**src/inc/cspic_pkg.sv**
```systemverilog
package cspic_pkg;

    // ----------------------------------------------------------------
    // Register map
    // ----------------------------------------------------------------
    localparam int unsigned CSPIC_SOCKETS      = 2;
    localparam logic [7:0]  CSPIC_IDX_POWER    = 8'h02;
    localparam logic [7:0]  CSPIC_IDX_CTRL     = 8'h03;
    localparam logic [7:0]  CSPIC_SOCK_STRIDE  = 8'h40;
    localparam logic [11:0] CSPIC_ALIAS_BASE   = 12'h0800;
    localparam logic [7:0]  CSPIC_RESET_VALUE  = 8'h00;

    // ----------------------------------------------------------------
    // Field positions
    // ----------------------------------------------------------------
    localparam int unsigned CSPIC_PWR_COE      = 7;
    localparam int unsigned CSPIC_PWR_AUTO     = 5;
    localparam int unsigned CSPIC_PWR_VCCEN    = 4;
    localparam int unsigned CSPIC_PWR_VCC_LSB  = 3;
    localparam int unsigned CSPIC_PWR_VPP_LSB  = 0;
    localparam int unsigned CSPIC_CTL_RING     = 7;
    localparam int unsigned CSPIC_CTL_RUN      = 6;
    localparam int unsigned CSPIC_CTL_KIND     = 5;
    localparam int unsigned CSPIC_CTL_ROUTE    = 4;
    localparam int unsigned CSPIC_CTL_SEL_LSB  = 0;

    // Bits kept in storage and bits visible per layout
    localparam logic [7:0]  CSPIC_PWR_STORE    = 8'hBB;
    localparam logic [7:0]  CSPIC_PWR_RD_STD   = 8'hB3;
    localparam logic [7:0]  CSPIC_PWR_RD_ALT   = 8'h9B;
    localparam logic [3:0]  CSPIC_REV_STANDARD = 4'h2;

    // ----------------------------------------------------------------
    // Supply codes
    // ----------------------------------------------------------------
    localparam logic [1:0]  CSPIC_VPP_NONE     = 2'h0;
    localparam logic [1:0]  CSPIC_VPP_VCC      = 2'h1;
    localparam logic [1:0]  CSPIC_VPP_12V      = 2'h2;
    localparam logic [1:0]  CSPIC_VCC_5V_CODE  = 2'h2;
    localparam logic [1:0]  CSPIC_VCC_3V_CODE  = 2'h3;
    localparam logic [1:0]  CSPIC_LVL_OFF      = 2'h0;
    localparam logic [1:0]  CSPIC_LVL_5V       = 2'h1;
    localparam logic [1:0]  CSPIC_LVL_3V       = 2'h2;
    localparam logic [3:0]  CSPIC_IRQ_NONE     = 4'h0;
    localparam logic [3:0]  CSPIC_IRQ_SMI      = 4'h2;

    // Cycles from a taken read request to its registered read data
    localparam int unsigned CSPIC_READ_LATENCY = 1;

    // ----------------------------------------------------------------
    // Carriers
    // ----------------------------------------------------------------
    typedef struct packed {
        logic        wr;
        logic        rd;
        logic [11:0] addr;
        logic [7:0]  wdata;
    } cspic_bus_req_type;

    typedef struct packed {
        logic       card_output_enable;
        logic       auto_sw;
        logic       vcc_on;
        logic [1:0] vcc_level;
        logic [1:0] vpp_level;
    } cspic_supply_type;

    typedef struct packed {
        logic       ring_en;
        logic       card_run;
        logic       io_card;
        logic       csc_pci;
        logic [3:0] irq_sel;
    } cspic_ctrl_type;

endpackage

```
**src/hdl/cspic_top.sv**
```systemverilog
// Function
// - Two sockets, indexed and 800h alias access
// - Power bit 7 gates card outputs
// - Standard layout bit 6 reads zero
// - Standard bit 5 enables card-detect power switching
// - Standard bit 4 enables Vcc, level externally
// - Standard bits 3..2 read zero
// - Bits 1..0 request Vpp level
// - Vpp ignored while Vcc off
// - Alternate bits 4..3 request Vcc level
// - Alternate bits 6..5 and 2 read zero
// - Revision field 0010b selects standard layout
// - Power status shows Vcc on only
// - Control bit 7 enables ring indicate
// - Control bit 6 zero holds card reset
// - Control bit 5 selects memory or I/O
// - Bit 4 routes status change to PCI
// - Select zero also routes status change PCI
// - Select code picks IRQ line or SMI
`timescale 1ns/100ps
module cspic_top
    import cspic_pkg::*;
#(
    parameter int unsigned SOCKETS = CSPIC_SOCKETS
)
(
    input  wire logic                   mclk_in,
    input  wire logic                   rst_n_in,
    input  wire cspic_bus_req_type      bus_req_in,
    input  wire logic [3:0]             compat_revision_field_in,
    input  wire logic [SOCKETS-1:0]     system_power_select_in,
    input  wire logic [SOCKETS-1:0]     card_detect_in,
    input  wire logic [SOCKETS-1:0]     battery_detect_ring_in,
    input  wire logic [SOCKETS-1:0]     card_irq_in,
    input  wire logic [SOCKETS-1:0]     status_change_irq_in,
    input  wire logic [4*SOCKETS-1:0]   status_change_line_select_in,
    output logic      [7:0]             rd_data_out,
    output logic                        rd_valid_out,
    output logic      [SOCKETS-1:0]     card_output_enable_out,
    output logic      [SOCKETS-1:0]     auto_power_switch_en_out,
    output logic      [SOCKETS-1:0]     socket_vcc_enable_out,
    output logic      [2*SOCKETS-1:0]   vcc_level_out,
    output logic      [2*SOCKETS-1:0]   vpp_level_out,
    output logic      [SOCKETS-1:0]     socket_power_status_out,
    output logic      [SOCKETS-1:0]     card_reset_out,
    output logic      [SOCKETS-1:0]     card_reset_oe_n_out,
    output logic      [SOCKETS-1:0]     ring_indicate_out,
    output logic      [SOCKETS-1:0]     card_kind_select_out,
    output logic                        pci_irq_out,
    output logic      [15:0]            isa_irq_out,
    output logic                        smi_out
);

    // ----------------------------------------------------------------
    // Address decode
    // ----------------------------------------------------------------

    // Hit on the indexed window or on the memory-mapped alias
    function automatic logic index_hit(input logic [11:0] addr, input logic [7:0] idx);
        return (addr == {4'h0, idx}) || (addr == (CSPIC_ALIAS_BASE | {4'h0, idx}));
    endfunction

    wire std_mode = (compat_revision_field_in == CSPIC_REV_STANDARD);

    logic [SOCKETS-1:0] hit_power;
    logic [SOCKETS-1:0] hit_ctrl;
    logic [7:0]         power_rd_w [SOCKETS];
    logic [7:0]         ctrl_rd_w  [SOCKETS];
    cspic_supply_type   supply_w   [SOCKETS];
    cspic_ctrl_type     ctrl_w     [SOCKETS];
    logic [SOCKETS-1:0] pci_w;
    logic [15:0]        isa_w      [SOCKETS];
    logic [SOCKETS-1:0] smi_w;

    // ----------------------------------------------------------------
    // Per-socket register pairs and routing
    // ----------------------------------------------------------------
    genvar s;
    generate
        for (s = 0; s < SOCKETS; s++) begin : g_sock
            // Socket B sits one stride above socket A
            localparam logic [7:0] BASE = 8'(s * CSPIC_SOCK_STRIDE);
            assign hit_power[s] = index_hit(bus_req_in.addr, BASE + CSPIC_IDX_POWER);
            assign hit_ctrl[s]  = index_hit(bus_req_in.addr, BASE + CSPIC_IDX_CTRL);

            cspic_sock_regs u_regs (
                .mclk_in          (mclk_in),
                .rst_n_in         (rst_n_in),
                .wr_power_in      (bus_req_in.wr & hit_power[s]),
                .wr_ctrl_in       (bus_req_in.wr & hit_ctrl[s]),
                .wdata_in         (bus_req_in.wdata),
                .std_mode_in      (std_mode),
                .sys_power_sel_in (system_power_select_in[s]),
                .card_detect_in   (card_detect_in[s]),
                .power_rd_out     (power_rd_w[s]),
                .ctrl_rd_out      (ctrl_rd_w[s]),
                .supply_out       (supply_w[s]),
                .ctrl_out         (ctrl_w[s])
            );

            cspic_irq_route u_route (
                .ctrl_in          (ctrl_w[s]),
                .csc_line_sel_in  (status_change_line_select_in[4*s +: 4]),
                .card_irq_in      (card_irq_in[s]),
                .csc_irq_in       (status_change_irq_in[s]),
                .pci_irq_out      (pci_w[s]),
                .isa_irq_out      (isa_w[s]),
                .smi_out          (smi_w[s])
            );
        end
    endgenerate

    // ----------------------------------------------------------------
    // Read path
    // ----------------------------------------------------------------

    // Unmapped addresses read as zero; read data is held until the next read
    logic [7:0] rd_sel;
    always_comb begin
        rd_sel = 8'h00;
        for (int i = 0; i < SOCKETS; i++) begin
            if (hit_power[i]) begin
                rd_sel = power_rd_w[i];
            end
            if (hit_ctrl[i]) begin
                rd_sel = ctrl_rd_w[i];
            end
        end
    end

    logic [7:0] rd_data_reg;
    logic       rd_valid_reg;

    always_ff @(posedge mclk_in) begin
        if (!rst_n_in) begin
            rd_data_reg  <= 8'h00;
            rd_valid_reg <= 1'b0;
        end else begin
            rd_valid_reg <= bus_req_in.rd;
            if (bus_req_in.rd) begin
                rd_data_reg <= rd_sel;
            end
        end
    end

    assign rd_data_out  = rd_data_reg;
    assign rd_valid_out = rd_valid_reg;

    // ----------------------------------------------------------------
    // Card-side outputs
    // ----------------------------------------------------------------

    // Combined interrupt lines; every socket may share a legacy line
    logic        pci_comb;
    logic [15:0] isa_comb;
    logic        smi_comb;
    always_comb begin
        pci_comb = |pci_w;
        smi_comb = |smi_w;
        isa_comb = 16'h0000;
        for (int i = 0; i < SOCKETS; i++) begin
            isa_comb = isa_comb | isa_w[i];
        end
    end

    logic [SOCKETS-1:0]   coe_next;
    logic [SOCKETS-1:0]   auto_next;
    logic [SOCKETS-1:0]   vcc_next;
    logic [2*SOCKETS-1:0] vcc_lvl_next;
    logic [2*SOCKETS-1:0] vpp_lvl_next;
    logic [SOCKETS-1:0]   rst_next;
    logic [SOCKETS-1:0]   ring_next;
    logic [SOCKETS-1:0]   kind_next;

    // Flatten socket decodes to output form
    always_comb begin
        for (int i = 0; i < SOCKETS; i++) begin
            coe_next[i]           = supply_w[i].card_output_enable;
            auto_next[i]          = supply_w[i].auto_sw;
            vcc_next[i]           = supply_w[i].vcc_on;
            vcc_lvl_next[2*i +: 2] = supply_w[i].vcc_level;
            vpp_lvl_next[2*i +: 2] = supply_w[i].vpp_level;
            rst_next[i]           = ~ctrl_w[i].card_run;
            // Ring only means something for an I/O card
            ring_next[i]          = ctrl_w[i].ring_en & ctrl_w[i].io_card
                                    & battery_detect_ring_in[i];
            kind_next[i]          = ctrl_w[i].io_card;
        end
    end

    logic [SOCKETS-1:0]   coe_reg;
    logic [SOCKETS-1:0]   auto_reg;
    logic [SOCKETS-1:0]   vcc_reg;
    logic [2*SOCKETS-1:0] vcc_lvl_reg;
    logic [2*SOCKETS-1:0] vpp_lvl_reg;
    logic [SOCKETS-1:0]   rst_reg;
    logic [SOCKETS-1:0]   ring_reg;
    logic [SOCKETS-1:0]   kind_reg;
    logic                 pci_reg;
    logic [15:0]          isa_reg;
    logic                 smi_reg;

    // Output flops; reset holds the card in reset with supplies off
    always_ff @(posedge mclk_in) begin
        if (!rst_n_in) begin
            coe_reg     <= '0;
            auto_reg    <= '0;
            vcc_reg     <= '0;
            vcc_lvl_reg <= '0;
            vpp_lvl_reg <= '0;
            rst_reg     <= '1;
            ring_reg    <= '0;
            kind_reg    <= '0;
            pci_reg     <= 1'b0;
            isa_reg     <= 16'h0000;
            smi_reg     <= 1'b0;
        end else begin
            coe_reg     <= coe_next;
            auto_reg    <= auto_next;
            vcc_reg     <= vcc_next;
            vcc_lvl_reg <= vcc_lvl_next;
            vpp_lvl_reg <= vpp_lvl_next;
            rst_reg     <= rst_next;
            ring_reg    <= ring_next;
            kind_reg    <= kind_next;
            pci_reg     <= pci_comb;
            isa_reg     <= isa_comb;
            smi_reg     <= smi_comb;
        end
    end

    assign card_output_enable_out   = coe_reg;
    assign auto_power_switch_en_out = auto_reg;
    assign socket_vcc_enable_out    = vcc_reg;
    assign vcc_level_out            = vcc_lvl_reg;
    assign vpp_level_out            = vpp_lvl_reg;
    assign socket_power_status_out  = vcc_reg;
    assign card_reset_out           = rst_reg;
    assign card_reset_oe_n_out      = ~coe_reg;
    assign ring_indicate_out        = ring_reg;
    assign card_kind_select_out     = kind_reg;
    assign pci_irq_out              = pci_reg;
    assign isa_irq_out              = isa_reg;
    assign smi_out                  = smi_reg;

    wire wr_pa = bus_req_in.wr && index_hit(bus_req_in.addr, CSPIC_IDX_POWER);
    wire wr_ca = bus_req_in.wr && index_hit(bus_req_in.addr, CSPIC_IDX_CTRL);
    wire rd_pa = bus_req_in.rd && index_hit(bus_req_in.addr, CSPIC_IDX_POWER);
endmodule

```
**src/hdl/cspic_sock_regs.sv**
```systemverilog
`timescale 1ns/100ps
module cspic_sock_regs
    import cspic_pkg::*;
(
    input  wire logic             mclk_in,
    input  wire logic             rst_n_in,
    input  wire logic             wr_power_in,
    input  wire logic             wr_ctrl_in,
    input  wire logic [7:0]       wdata_in,
    input  wire logic             std_mode_in,
    input  wire logic             sys_power_sel_in,
    input  wire logic             card_detect_in,
    output logic      [7:0]       power_rd_out,
    output logic      [7:0]       ctrl_rd_out,
    output cspic_supply_type      supply_out,
    output cspic_ctrl_type        ctrl_out
);

    logic [7:0] power_reg;
    logic [7:0] ctrl_reg;
    logic [7:0] power_next;
    logic [7:0] ctrl_next;

    // Read-only bits are never stored, so they cannot leak back
    assign power_next = wr_power_in ? (wdata_in & CSPIC_PWR_STORE) : power_reg;
    assign ctrl_next  = wr_ctrl_in  ? wdata_in : ctrl_reg;

    // Register storage
    always_ff @(posedge mclk_in) begin
        if (!rst_n_in) begin
            power_reg <= CSPIC_RESET_VALUE;
            ctrl_reg  <= CSPIC_RESET_VALUE;
        end else begin
            power_reg <= power_next;
            ctrl_reg  <= ctrl_next;
        end
    end

    // Readback masks follow the active layout
    assign power_rd_out = power_reg & (std_mode_in ? CSPIC_PWR_RD_STD : CSPIC_PWR_RD_ALT);
    assign ctrl_rd_out  = ctrl_reg;

    // Supply decode
    wire [1:0] vcc_code = power_reg[CSPIC_PWR_VCC_LSB +: 2];
    wire [1:0] vpp_code = power_reg[CSPIC_PWR_VPP_LSB +: 2];
    wire       auto_sw  = std_mode_in & power_reg[CSPIC_PWR_AUTO];
    wire       std_req  = power_reg[CSPIC_PWR_VCCEN];
    wire       alt_req  = (vcc_code == CSPIC_VCC_5V_CODE) || (vcc_code == CSPIC_VCC_3V_CODE);
    wire       vcc_req  = std_mode_in ? std_req : alt_req;
    // Automatic switching holds power off while no card is seated
    wire       vcc_on   = vcc_req & (~auto_sw | card_detect_in);
    wire [1:0] std_lvl  = sys_power_sel_in ? CSPIC_LVL_3V : CSPIC_LVL_5V;
    wire [1:0] alt_lvl  = (vcc_code == CSPIC_VCC_3V_CODE) ? CSPIC_LVL_3V : CSPIC_LVL_5V;
    wire       vpp_ok   = (vpp_code == CSPIC_VPP_VCC) || (vpp_code == CSPIC_VPP_12V);

    assign supply_out.card_output_enable       = power_reg[CSPIC_PWR_COE];
    assign supply_out.auto_sw   = auto_sw;
    assign supply_out.vcc_on    = vcc_on;
    assign supply_out.vcc_level = vcc_on ? (std_mode_in ? std_lvl : alt_lvl) : CSPIC_LVL_OFF;
    assign supply_out.vpp_level = (vcc_on && vpp_ok) ? vpp_code : CSPIC_VPP_NONE;

    // Control fields
    assign ctrl_out.ring_en  = ctrl_reg[CSPIC_CTL_RING];
    assign ctrl_out.card_run = ctrl_reg[CSPIC_CTL_RUN];
    assign ctrl_out.io_card  = ctrl_reg[CSPIC_CTL_KIND];
    assign ctrl_out.csc_pci  = ctrl_reg[CSPIC_CTL_ROUTE];
    assign ctrl_out.irq_sel  = ctrl_reg[CSPIC_CTL_SEL_LSB +: 4];

endmodule

```
**src/hdl/cspic_irq_route.sv**
```systemverilog
`timescale 1ns/100ps
module cspic_irq_route
    import cspic_pkg::*;
(
    input  wire cspic_ctrl_type   ctrl_in,
    input  wire logic [3:0]       csc_line_sel_in,
    input  wire logic             card_irq_in,
    input  wire logic             csc_irq_in,
    output logic                  pci_irq_out,
    output logic      [15:0]      isa_irq_out,
    output logic                  smi_out
);

    // Code to one-hot legacy line; the none and SMI codes map to no line
    function automatic logic [15:0] line_decode(input logic [3:0] sel);
        logic [15:0] hot;
        hot = 16'h0001 << sel;
        if (sel == CSPIC_IRQ_NONE || sel == CSPIC_IRQ_SMI) begin
            hot = 16'h0000;
        end
        return hot;
    endfunction

    // A zero functional select also steers status change to PCI
    wire       csc_to_pci = ctrl_in.csc_pci | (ctrl_in.irq_sel == CSPIC_IRQ_NONE);
    wire       func_irq   = card_irq_in & ctrl_in.io_card;
    wire [15:0] func_lines = func_irq ? line_decode(ctrl_in.irq_sel) : 16'h0000;
    wire [15:0] csc_lines  = (csc_irq_in & ~csc_to_pci) ? line_decode(csc_line_sel_in)
                                                       : 16'h0000;

    assign pci_irq_out = csc_irq_in & csc_to_pci;
    assign isa_irq_out = func_lines | csc_lines;
    assign smi_out     = func_irq & (ctrl_in.irq_sel == CSPIC_IRQ_SMI);

endmodule

```
**config.mk**
```make
export PLATFORM = sky130hd
export DESIGN_NAME = cspic_top
export DESIGN_NICKNAME = d
export VERILOG_FILES = /design/src/inc/cspic_pkg.sv /design/src/hdl/cspic_top.sv /design/src/hdl/cspic_sock_regs.sv /design/src/hdl/cspic_irq_route.sv
export SDC_FILE = /design/constraint.sdc
export NUM_CORES = 1
export LEC_CHECK = 0
export BUFFER_PORTS_ARGS = -buffer_cell sky130_fd_sc_hd__clkbuf_2
export CAP_MARGIN = 20
export CORE_ASPECT_RATIO = 1.2
export CORE_UTILIZATION = 55
export CTS_CLUSTER_DIAMETER = 120
export DETAILED_ROUTE_END_ITERATION = 12
export PLACE_DENSITY = 0.85
export SYNTH_ARGS = -nofsm -noshare
export SYNTH_HDL_FRONTEND = slang
export SYNTH_SLANG_ARGS = --single-unit
```
**constraint.sdc**
```tcl
create_clock -name mclk_in -period 3.55 [get_ports mclk_in]
set_clock_uncertainty 0.2 [all_clocks]
set_input_delay 0.71 -clock mclk_in [delete_from_list [all_inputs] [get_ports mclk_in]]
set_output_delay 0.71 -clock mclk_in [all_outputs]
set_load 0.02 [all_outputs]
```
==> summary.txt <==
Critical path
  • Critical path class: input pin to flop
  • R2R setup slack: 1600 ps
  • R2r startpoint: g_sock[0].u_regs.ctrl_out[1]
  • CP Capture Type: flop
  • Critical Path AT: 2470 ps
  • Largest fanout on the critical path: 6
  • CP startpoint kind: input pin
  • Reg2reg end: isa_irq_out[9]
  • Worst Reg-to-Reg Cells: 4
  • Worst Path Required: 3590 ps

STA
  • Period Utilization, post-route: 0.6848
  • Fin Setup TNS: 0 ps
  • Hold Vio Cnt, Final: 0
  • Max-slew headroom: 0.5114
  • Final slew viol count: 0
  • PnR worst setup slack: 1119 ps
  • Unrepaired setup endpoints after global routing: false
  • Least-Margin Pin Slew: 726.2 ps
  • Final Critical Period: 2431 ps
  • Hold_ws: 206.6 ps
  • Finish-stage setup viols: 0
  • Fmax: 411.4 MHz

Placement
  • PortBufs: 95
  • GPL Wtd Cong: 0.7985
  • DP HPWL: 5435 um
  • Place WS: 778.6 ps
  • Dpl cell area: 0.003761 mm2
  • Cells after DPL: 483

GRT
  • Initial antenna violation count: 0
  • Grt total ovfl: 0
  • Total track usage: 0.2550
  • First-pass GRT wire length: 12030 um
  • Largest net degree at the start of global routing: 44
  • Vias in the first global route: 2495

Yosys
  • Synth Flop Type: dfxtp_1
  • Ranking of synthesized cells by area: dfxtp_1, mux2i_1, nor2b_1
  • Register area share after synthesis: 0.4640
  • Post-synthesis register bit count: 75
  • Syn Area/Cell: 10.11 um2
  • Async set-reset flop share out of synthesis: 0
  • Area leader, netlist: dfxtp_1
  • Number of flops mapped to enable cells by yosys: 0
  • Yosys cell types: 46
  • Top-area cell type share of the netlist area: 0.4640
  • Cell Area, Synth: 0.003236 mm2
  • Synth Instances: 320
  • YS warnings: 0

CTS
  • CTS Sinks: 75
  • Post-cts sizing count: 0
  • Clk Tree Root Cell: clkbuf_8
  • CTS buffer count: 9
  • Clock transition at path regs: 70 ps
  • CTS Hold Buffers Added: 0
  • Post-CTS Setup Inserts: 0
  • Skew-Pair Late Insertion Delay: 340 ps
  • Longest Clk Path Bufs: 2
  • TritonCTS clock tree: yes
  • H-tree depth: 3

Die
  • Die area: 0.006195 mm2
  • Row Count: 30
  • Die Width: 72.02 um
  • Core area: 0.005668 mm2
  • I/O pins: 97
  • Initial Utilization: 0.5709
  • Chip height: 86.02 um

Route
  • First-pass iteration count of the detailed router: 5
  • DRT antenna net count: 0
  • Residual DRC count: 0
  • Drt total wl: 7663 um
  • Vias post-DR: 2838
  • Via density: 5.687
  • Routed WL per cell: 15.36 um
  • DR iter-0 viols: 188

Power and ir drop
  • Pwr Density: 413.2 mW/mm2
  • Sequential share of power: 0.513
  • Clock share of power: 0.432
  • Switching share of power: 0.2226
  • Combinational power share: 0.054
  • Pwr Total: 1.643 mW
  • Lkg Pwr: 1.583 nW
  • Peak supply drop: 288.3 uV
  • Internal: 1.278 mW
  • Net load switching power: 0.3658 mW

Worst hold path
  • Worst hold stages: 1
  • Min-delay src: g_sock[1].u_regs.ctrl_out[6]
  • Hold EP: card_reset_out[1]
  • Min-delay worst type: flop to flop

Cells and area
  • Fill count: 421
  • Most common cell after layout, fill and taps aside: clkbuf_2
  • Diode count: 0
  • Area grow syn2layout: 22.93%
  • Cell Count, Final, Fillers Out: 499
  • Util after Layout: 0.7018
  • Nets: 460
  • Most frequent cells in the layout: clkbuf_2, dfxtp_1, nor2b_1, mux2i_1, nand2_1
  • Final instance area: 0.003978 mm2
  • Layout cells sized above 1: 0.3150

Flow run
  • Max-Cap Viols: 0

Outcome
  • Outcome: finished, final reports clean
[synth_stat cells, types with 4 or more instances]
master,count
nor2b_1,32
o21ai_0,5
and2_1,7
nand2_1,27
o221ai_1,9
nand3b_1,6
clkbuf_1,10
nand2b_1,7
mux4_2,4
a21oi_1,5
nand4_1,5
a32o_1,4
o22ai_1,16
o211ai_1,5
nor3b_1,4
dfxtp_1,75
mux2i_1,28
inv_1,6
nand3_1,5
and3_1,4
nand4b_1,7
nor2_1,9
[critical path: stages]
cell      delay [ps]
clkbuf_2          80
or4b_4           610
or4_1            760
mux2i_1          250
nor2b_1           60
[power groups by stage]
stage	Combinational [mW]	Clock (mW)	Sequential [mW]
after floorplan	0.0427	0	0.867
after global placement	0.0862	0	0.863
after detailed placement	0.0884	0	0.864
after CTS	0.0891	0.720	0.844
after global routing	0.0978	0.754	0.844
final	0.0896	0.710	0.844
[per-layer routing]
layer  track usage  vias up  share of wire
li1              -     1359              -
met1        0.3160     1346           0.43
met2        0.4151      121           0.49
met3       0.07756       12          0.064
met4       0.09804        0          0.014
met5             0        -              0
[cells by family after synthesis]
family / Yosys count / synth area share
AO/OA/AOI/OAI: 53 / 0.1164
buffers and inverters: 22 / 0.03055
flip-flops: 75 / 0.4640
multiplexers: 34 / 0.1214
other: 1 / 0.001159
AND/OR/NAND/NOR: 135 / 0.2664
[cell type report]
class / count / area, um2 / share of cell area
well taps: 80 / 100.1 / 0.02517
repair buffers: 98 / 498.0 / 0.1252
multi-input cells: 224 / 1639 / 0.4121
flip-flops and latches: 75 / 1501 / 0.3775
inverters: 6 / 22.52 / 0.005662
clock buffers: 10 / 127.6 / 0.03209
clock inverters: 6 / 88.84 / 0.02233
[worst max-delay path by stage]
stage	start	to	slack, ps	cells past startpoint
after floorplan	bus_req_in[11]	g_sock[0].u_regs.power_reg[0]	1010	6
after global placement	bus_req_in[11]	g_sock[0].u_regs.power_reg[7]	820	5
after detailed placement	bus_req_in[11]	g_sock[0].u_regs.power_reg[7]	780	5
after CTS	bus_req_in[11]	g_sock[0].u_regs.power_reg[4]	1130	5
after global routing	bus_req_in[11]	g_sock[0].u_regs.power_reg[4]	1070	5
final	bus_req_in[11]	g_sock[0].u_regs.power_reg[4]	1120	5
Power figures use the tool's default switching activity.
